`src/optical_mux_pkg.sv`:
```
// Shared constants and types for the optical port timeslot multiplexer
//==============================================================================
// Summary of operation
// - A standby port claims no trunk slots; only active ports send slot data.
// - Each port feeds exactly one trunk: none, four electrical or four optical.
// - One to twelve slots of one trunk form a port's super-rate channel.
// - Slot numbers 1 to 24 are valid on T1, 1 to 31 on E1.
// - A slot map with gaps between assigned slots is refused.
// - Port payload is N times 64 kbps, one byte per slot per frame.
// - The port always runs as a multiplexer; no other mode exists.
// - Optical transmit timing comes from the internal frame clock, except user loopback echoes, which follow equipment data.
// - User loopback returns equipment data straight back to the equipment.
// - User loopback stops trunk data reaching the local equipment.
// - Network loopback returns trunk data to the far end; default off.
// - Link status reads normal when neither direction has a fault.
// - Link status reads yellow when the equipment reports a reception fault and no optical receive fault is detected.
// - Link status reads red when the port detects an optical receive fault.
// - Transmit and receive directions run separately and at the same time.
package optical_mux_pkg;
  //============================================================================
  // Widths
  localparam int PORTS = 32'h0000_0002;
  localparam int BYTE_W = 32'h0000_0008;
  localparam int SLOT_W = 32'h0000_0005;
  localparam int DEST_W = 32'h0000_0004;
  localparam int MAP_W = 32'h0000_0020;
  localparam int OFS_W = 32'h0000_0004;
  localparam int ADDR_W = 32'h0000_0005;
  //============================================================================
  // Destination codes: 1..4 electrical trunks, 5..8 optical trunks
  localparam logic [3:0] DEST_NONE = 4'h0;
  localparam logic [3:0] DEST_LAST = 4'h8;
  //============================================================================
  // Slot map limits
  localparam logic [5:0] MAX_SLOTS = 6'h0c;
  localparam logic [4:0] T1_LAST_SLOT = 5'h18;
  localparam logic [4:0] E1_LAST_SLOT = 5'h1f;
  //============================================================================
  // Loopback settings
  localparam logic [1:0] LOOP_OFF = 2'h0;
  localparam logic [1:0] LOOP_USER = 2'h1;
  localparam logic [1:0] LOOP_NET = 2'h2;
  //============================================================================
  // Timing
  localparam int CLK_PERIOD_NS = 32'h0000_0028;
  localparam int FRAME_NS = 32'h0001_e848;
  localparam int FRAME_CYCLES = FRAME_NS / CLK_PERIOD_NS;
  localparam logic [11:0] FRAME_LAST = 12'(FRAME_CYCLES - 1);
  localparam logic [4:0] SEQ_LAST = 5'h17;
  //============================================================================
  // Reset values
  localparam logic [BYTE_W-1:0] BYTE_RESET = 8'h00;
  //============================================================================
  // States
  typedef enum logic [2:0] {
    ALARM_NORM = 3'h1,
    ALARM_YELLOW = 3'h2,
    ALARM_RED = 3'h4
  } alarm_type;
  typedef enum logic [1:0] {
    SEQ_IDLE = 2'h1,
    SEQ_SEND = 2'h2
  } seq_type;
endpackage

```
`src/slot_map_check.sv`:
```
// Validation of one port's trunk slot map
module slot_map_check (
  input wire logic clk_sys,
  input wire logic reset,
  input wire logic [optical_mux_pkg::MAP_W-1:0] trunk_slot_map,
  input wire logic trunk_is_e1,
  output logic map_valid,
  output logic [optical_mux_pkg::SLOT_W-1:0] first_slot,
  output logic [optical_mux_pkg::OFS_W-1:0] slot_count
);
  typedef struct packed {
    logic valid;
    logic [4:0] first;
    logic [3:0] count;
  } check_state_type;

  check_state_type st_reg, st_next;

  always_comb begin
    logic [4:0] lo;
    logic [4:0] hi;
    logic [5:0] cnt;
    logic [4:0] limit;
    logic contig;
    lo = 5'h00;
    hi = 5'h00;
    cnt = 6'h00;
    limit = trunk_is_e1 ? optical_mux_pkg::E1_LAST_SLOT : optical_mux_pkg::T1_LAST_SLOT;
    for (int i = optical_mux_pkg::MAP_W - 1; i >= 0; i--) begin
      if (trunk_slot_map[i]) begin
        lo = 5'(i);
      end
    end
    for (int i = 0; i < optical_mux_pkg::MAP_W; i++) begin
      if (trunk_slot_map[i]) begin
        hi = 5'(i);
        cnt = cnt + 6'h01;
      end
    end
    // Span equals population only when there are no gaps
    contig = (6'(hi) - 6'(lo) + 6'h01) == cnt;
    st_next.valid = contig && (cnt != 6'h00) && (cnt <= optical_mux_pkg::MAX_SLOTS)
      && !trunk_slot_map[0] && (hi <= limit);
    st_next.first = lo;
    st_next.count = 4'(cnt);
  end

  always_ff @(posedge clk_sys) begin
    if (reset) begin
      st_reg <= '0;
    end else begin
      st_reg <= st_next;
    end
  end

  assign map_valid = st_reg.valid;
  assign first_slot = st_reg.first;
  assign slot_count = st_reg.count;
endmodule // slot_map_check

```
`src/frame_store.sv`:
```
// Small byte store holding one trunk frame of slot data for both ports
module frame_store (
  input wire logic clk_sys,
  input wire logic reset,
  input wire logic wr_en,
  input wire logic [optical_mux_pkg::ADDR_W-1:0] wr_addr,
  input wire logic [optical_mux_pkg::BYTE_W-1:0] wr_data,
  input wire logic rd_en,
  input wire logic [optical_mux_pkg::ADDR_W-1:0] rd_addr,
  output logic [optical_mux_pkg::BYTE_W-1:0] rd_data
);
  typedef struct packed {
    logic [31:0][7:0] mem;
    logic [7:0] rd_data;
  } store_state_type;

  store_state_type st_reg, st_next;

  always_comb begin
    st_next = st_reg;
    if (wr_en) begin
      st_next.mem[wr_addr] = wr_data;
    end
    if (rd_en) begin
      st_next.rd_data = st_reg.mem[rd_addr];
    end
  end

  always_ff @(posedge clk_sys) begin
    if (reset) begin
      st_reg <= '0;
    end else begin
      st_reg <= st_next;
    end
  end

  assign rd_data = st_reg.rd_data;
endmodule // frame_store

```
`src/optical_port_timeslot_mux.sv`:
```
// Two optical data ports multiplexed into contiguous trunk timeslots
module optical_port_timeslot_mux (
  input wire logic clk_sys,
  input wire logic reset,
  input wire logic [optical_mux_pkg::PORTS-1:0] port_active,
  input wire logic [optical_mux_pkg::PORTS-1:0][optical_mux_pkg::DEST_W-1:0] destination_select,
  input wire logic [optical_mux_pkg::PORTS-1:0] trunk_is_e1,
  input wire logic [optical_mux_pkg::PORTS-1:0][optical_mux_pkg::MAP_W-1:0] trunk_slot_map,
  input wire logic [optical_mux_pkg::PORTS-1:0][1:0] local_loop_setting,
  input wire logic slot_strobe,
  input wire logic [optical_mux_pkg::DEST_W-1:0] slot_trunk,
  input wire logic [optical_mux_pkg::SLOT_W-1:0] slot_number,
  input wire logic [optical_mux_pkg::BYTE_W-1:0] slot_rx_byte,
  output logic slot_tx_valid,
  output logic [optical_mux_pkg::BYTE_W-1:0] slot_tx_byte,
  input wire logic [optical_mux_pkg::PORTS-1:0] opt_rx_valid,
  input wire logic [optical_mux_pkg::PORTS-1:0][optical_mux_pkg::BYTE_W-1:0] opt_rx_byte,
  input wire logic [optical_mux_pkg::PORTS-1:0] opt_rx_fault,
  input wire logic [optical_mux_pkg::PORTS-1:0] opt_rx_remote_fault,
  output logic [optical_mux_pkg::PORTS-1:0] opt_tx_valid,
  output logic [optical_mux_pkg::PORTS-1:0][optical_mux_pkg::BYTE_W-1:0] opt_tx_byte,
  output logic [optical_mux_pkg::PORTS-1:0] opt_tx_remote_defect,
  output logic [optical_mux_pkg::PORTS-1:0][2:0] link_alarm,
  output logic [optical_mux_pkg::PORTS-1:0] map_rejected,
  output logic [optical_mux_pkg::PORTS-1:0] port_online,
  output logic mux_mode
);
  typedef struct packed {
    logic [11:0] frame_cnt;
    optical_mux_pkg::seq_type seq;
    logic [4:0] seq_idx;
    logic rd_pend;
    logic rd_port;
    logic [1:0] online;
    logic [1:0][7:0] hold_byte;
    logic slot_valid;
    logic slot_net;
    logic [7:0] slot_byte;
    logic [1:0] tx_valid;
    logic [1:0][7:0] tx_byte;
    logic [1:0] rdi;
    logic [1:0][2:0] alarm;
  } main_state_type;

  main_state_type st_reg, st_next;

  logic [optical_mux_pkg::PORTS-1:0] map_valid;
  logic [optical_mux_pkg::PORTS-1:0][optical_mux_pkg::SLOT_W-1:0] first_slot;
  logic [optical_mux_pkg::PORTS-1:0][optical_mux_pkg::OFS_W-1:0] slot_count;
  logic mem_wr_en;
  logic [optical_mux_pkg::ADDR_W-1:0] mem_wr_addr;
  logic mem_rd_en;
  logic [optical_mux_pkg::ADDR_W-1:0] mem_rd_addr;
  logic [optical_mux_pkg::BYTE_W-1:0] mem_rd_data;

  //============================================================================
  // Slot map checking and frame storage
  for (genvar p = 0; p < optical_mux_pkg::PORTS; p++) begin : g_check
    slot_map_check u_check (
      .clk_sys(clk_sys),
      .reset(reset),
      .trunk_slot_map(trunk_slot_map[p]),
      .trunk_is_e1(trunk_is_e1[p]),
      .map_valid(map_valid[p]),
      .first_slot(first_slot[p]),
      .slot_count(slot_count[p])
    );
  end

  frame_store u_store (
    .clk_sys(clk_sys),
    .reset(reset),
    .wr_en(mem_wr_en),
    .wr_addr(mem_wr_addr),
    .wr_data(slot_rx_byte),
    .rd_en(mem_rd_en),
    .rd_addr(mem_rd_addr),
    .rd_data(mem_rd_data)
  );

  //============================================================================
  // Slot ownership test
  function automatic logic slot_hit(input logic online, input logic [3:0] dest,
      input logic [4:0] first, input logic [3:0] count);
    logic [5:0] end_slot;
    end_slot = {1'b0, first} + {2'b00, count};
    slot_hit = online && (slot_trunk == dest) && (slot_number >= first)
      && ({1'b0, slot_number} < end_slot);
  endfunction

  //============================================================================
  // Next state
  always_comb begin
    logic hit;
    logic hit_port;
    logic [3:0] ofs;
    logic rd_p;
    logic [3:0] rd_ofs;
    hit = 1'b0;
    hit_port = 1'b0;
    ofs = 4'h0;
    rd_p = 1'b0;
    rd_ofs = 4'h0;
    st_next = st_reg;
    mem_wr_en = 1'b0;
    mem_rd_en = 1'b0;
    mem_rd_addr = 5'h00;
    for (int p = 0; p < optical_mux_pkg::PORTS; p++) begin
      st_next.online[p] = port_active[p] && map_valid[p]
        && (destination_select[p] != optical_mux_pkg::DEST_NONE)
        && (destination_select[p] <= optical_mux_pkg::DEST_LAST);
    end
    // Lower port number wins a shared slot
    for (int p = optical_mux_pkg::PORTS - 1; p >= 0; p--) begin
      if (slot_strobe && slot_hit(st_reg.online[p], destination_select[p], first_slot[p],
          slot_count[p])) begin
        hit = 1'b1;
        hit_port = 1'(p);
        ofs = 4'(slot_number - first_slot[p]);
      end
    end
    st_next.slot_valid = hit;
    st_next.slot_net = hit && (local_loop_setting[hit_port] == optical_mux_pkg::LOOP_NET);
    if (hit) begin
      st_next.slot_byte = st_next.slot_net ? slot_rx_byte : st_reg.hold_byte[hit_port];
    end
    mem_wr_en = hit && (local_loop_setting[hit_port] != optical_mux_pkg::LOOP_USER);
    mem_wr_addr = {hit_port, ofs};
    // Receive direction keeps running beside transmit
    for (int p = 0; p < optical_mux_pkg::PORTS; p++) begin
      if (opt_rx_valid[p]) begin
        st_next.hold_byte[p] = opt_rx_byte[p];
      end
    end
    // Internal frame timer paces every optical transmit except user loopback echoes
    if (st_reg.frame_cnt == optical_mux_pkg::FRAME_LAST) begin
      st_next.frame_cnt = 12'h000;
    end else begin
      st_next.frame_cnt = st_reg.frame_cnt + 12'h001;
    end
    unique case (st_reg.seq)
      optical_mux_pkg::SEQ_IDLE: begin
        if (st_reg.frame_cnt == optical_mux_pkg::FRAME_LAST) begin
          st_next.seq = optical_mux_pkg::SEQ_SEND;
          st_next.seq_idx = 5'h00;
        end
      end
      optical_mux_pkg::SEQ_SEND: begin
        rd_p = st_reg.seq_idx[0];
        rd_ofs = st_reg.seq_idx[4:1];
        // N bytes per frame per port
        mem_rd_en = st_reg.online[rd_p] && (rd_ofs < slot_count[rd_p])
          && (local_loop_setting[rd_p] != optical_mux_pkg::LOOP_USER);
        mem_rd_addr = {rd_p, rd_ofs};
        if (st_reg.seq_idx == optical_mux_pkg::SEQ_LAST) begin
          st_next.seq = optical_mux_pkg::SEQ_IDLE;
        end else begin
          st_next.seq_idx = st_reg.seq_idx + 5'h01;
        end
      end
      default: begin
        st_next.seq = optical_mux_pkg::SEQ_IDLE;
      end
    endcase
    st_next.rd_pend = mem_rd_en;
    st_next.rd_port = rd_p;
    for (int p = 0; p < optical_mux_pkg::PORTS; p++) begin
      st_next.tx_valid[p] = 1'b0;
      if ((local_loop_setting[p] == optical_mux_pkg::LOOP_USER) && opt_rx_valid[p]) begin
        st_next.tx_valid[p] = 1'b1;
        st_next.tx_byte[p] = opt_rx_byte[p];
      end else if (st_reg.rd_pend && (st_reg.rd_port == 1'(p))) begin
        st_next.tx_valid[p] = 1'b1;
        st_next.tx_byte[p] = mem_rd_data;
      end
      // Red outranks yellow
      if (opt_rx_fault[p]) begin
        st_next.alarm[p] = optical_mux_pkg::ALARM_RED;
      end else if (opt_rx_remote_fault[p]) begin
        st_next.alarm[p] = optical_mux_pkg::ALARM_YELLOW;
      end else begin
        st_next.alarm[p] = optical_mux_pkg::ALARM_NORM;
      end
      st_next.rdi[p] = opt_rx_fault[p];
    end
  end

  always_ff @(posedge clk_sys) begin
    if (reset) begin
      st_reg <= '0;
      st_reg.seq <= optical_mux_pkg::SEQ_IDLE;
      st_reg.slot_byte <= optical_mux_pkg::BYTE_RESET;
      st_reg.alarm <= {optical_mux_pkg::ALARM_NORM, optical_mux_pkg::ALARM_NORM};
    end else begin
      st_reg <= st_next;
    end
  end

  //============================================================================
  // Outputs
  assign slot_tx_valid = st_reg.slot_valid;
  assign slot_tx_byte = st_reg.slot_byte;
  assign opt_tx_valid = st_reg.tx_valid;
  assign opt_tx_byte = st_reg.tx_byte;
  assign opt_tx_remote_defect = st_reg.rdi;
  assign link_alarm = st_reg.alarm;
  assign port_online = st_reg.online;
  assign map_rejected = ~map_valid & port_active;
  assign mux_mode = 1'b1;
endmodule // optical_port_timeslot_mux

```
`config.mk`:
```
export PLATFORM = sky130hd
export DESIGN_NAME = optical_port_timeslot_mux
export DESIGN_NICKNAME = d
export VERILOG_FILES = /design/src/optical_mux_pkg.sv /design/src/slot_map_check.sv /design/src/frame_store.sv /design/src/optical_port_timeslot_mux.sv
export SDC_FILE = /design/constraint.sdc
export NUM_CORES = 1
export LEC_CHECK = 0
export BUFFER_PORTS_ARGS = -buffer_cell sky130_fd_sc_hd__buf_4
export CAP_MARGIN = 20
export CORE_MARGIN = 2
export CORE_UTILIZATION = 25
export CTS_BUF_LIST = sky130_fd_sc_hd__clkbuf_4 sky130_fd_sc_hd__clkbuf_8
export CTS_CLUSTER_DIAMETER = 200
export DETAILED_ROUTE_END_ITERATION = 8
export GPL_ROUTABILITY_DRIVEN = 0
export SLEW_MARGIN = 20
export SYNTH_ARGS = -nofsm -noshare
export SYNTH_HDL_FRONTEND = slang
export SYNTH_SLANG_ARGS = --single-unit
```
`constraint.sdc`:
```
create_clock -name clk_sys -period 31.5 [get_ports clk_sys]
set_input_delay 1.575 -clock clk_sys [delete_from_list [all_inputs] [get_ports clk_sys]]
set_output_delay 1.575 -clock clk_sys [all_outputs]
set_load 0.01 [all_outputs]
```
==> impl_metrics.env, run 1 <==
export IMPL_insertion_delay_ns=0.65
export IMPL_cpPeakStageDelay_ns=0.44
export IMPL_path_delay_family="adder cells"
export IMPL_path_max_fanout=8
export IMPL_wl_per_cell_um=16.0
export IMPL_synth_nets=3724
export IMPL_grt_max_degree=101
export IMPL_async_reset_ff_share_pct=0
export IMPL_core_um2=108000
export IMPL_dp_hpwl_um=57800
export IMPL_whs_ns=0.449
export IMPL_syn_area_per_cell_um2=7.84
export IMPL_r2r_end="u_store.st_reg[233]"
export IMPL_crit_slowest_cell="ha_1"
export IMPL_crit_top_cell="ha_1"
export IMPL_track_usage_pct=13.7
export IMPL_synth_edf_count=0
export IMPL_ctsHoldBuffers=0
export IMPL_grt_util_met3_pct=3.72
export IMPL_design_area_um2=30700
export IMPL_min_path_type="register to register"
export IMPL_fin_nets=3729
export IMPL_antenna_found_initial=14
export IMPL_final_cell_mix="nand2_1 (543), nor2_1 (400), dfxtp_1 (355)"
export IMPL_cts_max_level=3
export IMPL_detail_route_antenna_nets=0
export IMPL_vias=23922
export IMPL_setup_viol=0
export IMPL_drtPass1Iterations=6
export IMPL_clk_pin_slew_worst_paths_ns=0.06
export IMPL_syn_inst=3474
export IMPL_largest_reg_flops=256
export IMPL_cts_inserted_buffers=67
export IMPL_startpoint="trunk_slot_map[0]"
export IMPL_dp_cells=4824
export IMPL_fin_skew_ns=0.0462
export IMPL_grt_pass1_vias=22602
export IMPL_die_y_um=334
export IMPL_finalNonFillerCells=4939
export IMPL_root_buffer="clkbuf_8"
export IMPL_top_usage_layer="met2"
export IMPL_overflow=0
export IMPL_drv_cap=0
export IMPL_finalHoldViolCount=0
export IMPL_rsz0062_at_grt="false"
export IMPL_rows=121
export IMPL_ys_ff_latch=356
export IMPL_cp_endpoint="g_check[0].u_check.map_valid"
export IMPL_slew_limit_headroom_pct=28.6
export IMPL_required_ns=32.00
export IMPL_cts_setup_buffers=0
export IMPL_arrival_ns=18.80
export IMPL_yosys_warnings=0
export IMPL_synth_cell_type_count=92
export IMPL_final_common_cell="nand2_1"
export IMPL_fmax_mhz=54.6
export IMPL_startpoint_type="input port"
export IMPL_status="finished clean"
export IMPL_cts_resized=0
export IMPL_seq_area_frac_synth_pct=26.2
export IMPL_fin_crit_ns=18.31
export IMPL_ios=162
export IMPL_rr_startpoint="g_check[0].u_check.slot_count[0]"
export IMPL_cp_num_buf_inv=9
export IMPL_die_w_um=334
export IMPL_use_met1_pct=17.4
export IMPL_grtUsageMet2_pct=22.7
export IMPL_syn_area_um2=27200
export IMPL_wl_um=79000
export IMPL_worst_pin_slew_ns=1.07
export IMPL_rr_worst_depth=18
export IMPL_grt_pass1_wl_um=124000
export IMPL_viasPerCell=4.84
export IMPL_reg2reg_slack_ns=26.55
export IMPL_io_buffer_count=160
export IMPL_drive_gt1_share_pct=10.9
export IMPL_tns_ns=0
export IMPL_criticalPathCategory="input port to register"
export IMPL_placed_area_um2=29300
export IMPL_slew_violations=0
export IMPL_synthToLayoutAreaGrowth_pct=12.8
export IMPL_clockBufferDepth=3
export IMPL_crit_cells=97
export IMPL_finalCritPeriodShare_pct=58.1
export IMPL_start_util_pct=25.1
export IMPL_cts_tree="built"
export IMPL_numClockSinks=356
export IMPL_endpoint_kind="register"
export IMPL_first_iter_violations=1595
export IMPL_synth_main_ff_cell="dfxtp_1"
export IMPL_drc=0
export IMPL_die_area_um2=112000
## kinds of logic (layout without fill, tap and decap cells)
kind of cell	after synthesis	in the layout	share of synthesized area, %
flip-flops	356	356	26.2
adder cells (fa/ha/maj)	130	130	6.12
XOR/XNOR	355	355	13.9
AO/OA/AOI/OAI	698	698	15.7
multiplexers	276	276	11.7
other	1	4	0.0138
AND/OR/NAND/NOR	1299	1299	20.9
buffers and inverters	359	407	5.50
## metal layers
metal | vias up | routed length [µm]
met2 | 547 | 36300
met5 | - | 161
met3 | 134 | 5610
met1 | 11241 | 34900
li1 | 11976 | -
met4 | 24 | 1950
## Yosys cell counts (31+ instances only)
library cell	n	area share, %
nand2b_1	31	0.71
a21oi_1	310	5.7
xor2_1	108	3.5
dfxtp_1	356	26
nor2_1	400	5.5
mux2i_1	228	8.4
clkbuf_1	181	2.5
xnor2_1	195	6.3
nand3_1	92	1.7
nand2_1	544	7.5
nor2b_1	45	1.0
buf_4	37	1.0
inv_1	121	1.7
mux4_2	32	2.6
o21ai_0	123	2.3
ha_1	122	5.6
nor3_1	42	0.77
## cell type report
type / count / area [µm²]
fillers: 11681 / 77700
multi-input cells: 2759 / 18600
flip-flops and latches: 356 / 7130
well taps: 1414 / 1770
repair buffers: 172 / 1300
clock buffers: 99 / 1250
inverters: 123 / 462
clock inverters: 13 / 168
diodes: 3 / 7.51
## worst register-to-register path: stages (launching register included)
cell      delay [ns]
dfxtp_1         0.34
ha_1            0.22
fa_1            0.48
inv_1           0.04
ha_1            0.26
a21boi_0        0.12
o21ai_0         0.16
nand2b_1        0.07
a21oi_1         0.14
nor2b_1         0.05
o21ai_0         0.15
o211ai_1        0.37
nand2b_1        0.23
buf_4           0.34
o22ai_1         0.28
nand2b_1        0.39
nor2_1          0.87
mux2i_1         0.29
nor2_1          0.05
## through the flow
| step | worst slack [ns] | utilization, % |
|---|---|---|
| 2_1_floorplan | 14.56 | - |
| 3_3_place_gp | 13.01 | 27.0 |
| 3_5_place_dp | 12.75 | 27.0 |
| 4_1_cts | 13.35 | 28.3 |
| 5_1_grt | 11.33 | 28.3 |
| 6_report | 13.19 | 28.3 |
## worst min-delay path by stage
stage                        start                  end  slack (ns)  depth (start not counted)
5_1_grt        u_store.st_reg[147]  u_store.st_reg[147]        0.46                          2
3_3_place_gp            st_reg[63]           st_reg[63]        0.43                          1
4_1_cts        u_store.st_reg[141]  u_store.st_reg[141]        0.45                          2
6_report       u_store.st_reg[162]  u_store.st_reg[162]        0.45                          2
3_5_place_dp            st_reg[63]           st_reg[63]        0.44                          1
2_1_floorplan           st_reg[63]           st_reg[63]        0.42                          1
Power of run 1 is left out: the tool's default activity adds up to more than one toggle a clock period on the data nets, which glitch-free logic cannot reach.
==> inputs of run 2 (changes only) <==
==> constraint.sdc (replaced) <==
create_clock -name clk_sys -period 16.3 [get_ports clk_sys]
set_input_delay 0.815 -clock clk_sys [delete_from_list [all_inputs] [get_ports clk_sys]]
set_output_delay 0.815 -clock clk_sys [all_outputs]
set_load 0.01 [all_outputs]
==> impl_metrics.env, run 2 (synthesized netlist as in run 1, its figures left out) <==
export IMPL_status="finished clean"
export IMPL_min_path_type="input port to register"
export IMPL_clk_pin_slew_worst_paths_ns=0.06
export IMPL_drive_gt1_share_pct=13.2
export IMPL_grt_pass1_vias=23089
export IMPL_wl_per_cell_um=16.0
export IMPL_ios=162
export IMPL_final_common_cell="nand2_1"
export IMPL_numClockSinks=356
export IMPL_die_y_um=334
export IMPL_fin_nets=3777
export IMPL_final_cell_mix="nand2_1 (542), nor2_1 (398), dfxtp_1 (355)"
export IMPL_drv_cap=0
export IMPL_first_iter_violations=1493
export IMPL_dp_cells=4860
export IMPL_io_buffer_count=160
export IMPL_die_area_um2=112000
export IMPL_grt_max_degree=115
export IMPL_antenna_found_initial=8
export IMPL_synthToLayoutAreaGrowth_pct=14.7
export IMPL_viasPerCell=4.86
export IMPL_start_util_pct=25.1
export IMPL_die_w_um=334
export IMPL_finalCritPeriodShare_pct=94.2
export IMPL_fin_crit_ns=15.36
export IMPL_cts_max_level=3
export IMPL_cts_tree="built"
export IMPL_endpoint_kind="register"
export IMPL_crit_top_cell="ha_1"
export IMPL_clockBufferDepth=3
export IMPL_vias=24228
export IMPL_root_buffer="clkbuf_8"
export IMPL_fin_skew_ns=0.0436
export IMPL_cts_inserted_buffers=66
export IMPL_core_um2=108000
export IMPL_placed_area_um2=29500
export IMPL_rows=121
export IMPL_detail_route_antenna_nets=0
export IMPL_finalNonFillerCells=4985
export IMPL_wl_um=79600
export IMPL_required_ns=16.84
export IMPL_setup_viol=0
export IMPL_nFillCells=11657
export IMPL_largest_reg_flops=256
export IMPL_ctsHoldBuffers=0
export IMPL_startpoint="trunk_slot_map[32]"
export IMPL_slew_limit_headroom_pct=21.8
export IMPL_crit_slowest_cell="or3_1"
export IMPL_cpPeakStageDelay_ns=0.39
export IMPL_arrival_ns=15.90
export IMPL_grt_pass1_wl_um=127000
export IMPL_overflow=0
export IMPL_design_area_um2=31200
export IMPL_worst_pin_slew_ns=1.17
export IMPL_slew_violations=0
export IMPL_drtPass1Iterations=6
export IMPL_dp_hpwl_um=58200
export IMPL_criticalPathCategory="input port to register"
export IMPL_drc=0
export IMPL_track_usage_pct=14.0
export IMPL_insertion_delay_ns=0.66
export IMPL_timing_hold_worst_start="opt_rx_fault[1]"
export IMPL_finalHoldViolCount=0
export IMPL_rr_startpoint="g_check[0].u_check.first_slot[0]"
export IMPL_path_max_fanout=7
export IMPL_fmax_mhz=65.1
export IMPL_startpoint_type="input port"
-- run 2: path summary, 6_finish.rpt --
kind | to | slack (ns) | cells past startpoint
setup / recovery | g_check[1].u_check.map_valid | 0.94 | 86
hold reg to reg | st_reg[63] | 0.45 | 1
hold / removal | link_alarm[4] | 0.36 | 2
setup reg to reg | u_store.st_reg[41] | 10.58 | 18
-- run 2: worst max-delay path, delay by kind of cell --
family,cells,cell delay (ns)
buffers and inverters,7,0.66
AO/OA/AOI/OAI,22,3.32
adder cells (fa/ha/maj),16,4.65
AND/OR/NAND/NOR,20,2.73
multiplexers,6,1.33
XOR/XNOR,15,2.36
-- run 2: final cells by class --
class	instances	area [µm²]	share of cell area [%]
Multi-Input combinational cell	2759	18800	60.3
Sequential cell	356	7130	22.8
Tap cell	1414	1770	5.66
Timing Repair Buffer	221	1670	5.35
Clock buffer	89	1130	3.62
Inverter	123	462	1.48
Clock inverter	22	230	0.737
Antenna cell	1	2.50	0.00801
-- run 2: what timing repair did --
action | in CTS | in global routing
hold endpoints to repair | 0 | 0
gates resized for setup | 0 | 54
endpoints found under the setup margin | 0 | 8
buffers inserted | 0 | 12
-- run 2: layer usage --
layer | vias up | wire length [µm] | part of all wire [%] | track usage, %
met5 | - | 92 | 0.12 | 0
met4 | 14 | 1540 | 1.9 | 3.33
met3 | 112 | 4570 | 5.7 | 3.06
met2 | 520 | 37000 | 46 | 23.1
met1 | 11491 | 36400 | 46 | 18.4
li1 | 12091 | - | - | -
-- run 2: stage by stage --
step                hold WS, ns  util [%]  setup WS [ns]  TNS (ns)
CTS                       0.317      28.5          0.290         0
floorplan                 0.417         -          0.122         0
finish                    0.364      28.8          0.941         0
detailed placement        0.443      27.3         -0.273    -0.470
global route              0.333      28.8         -0.142    -0.253
global placement          0.434      27.3         0.0623         0
Power of run 2 is left out for the same reason.
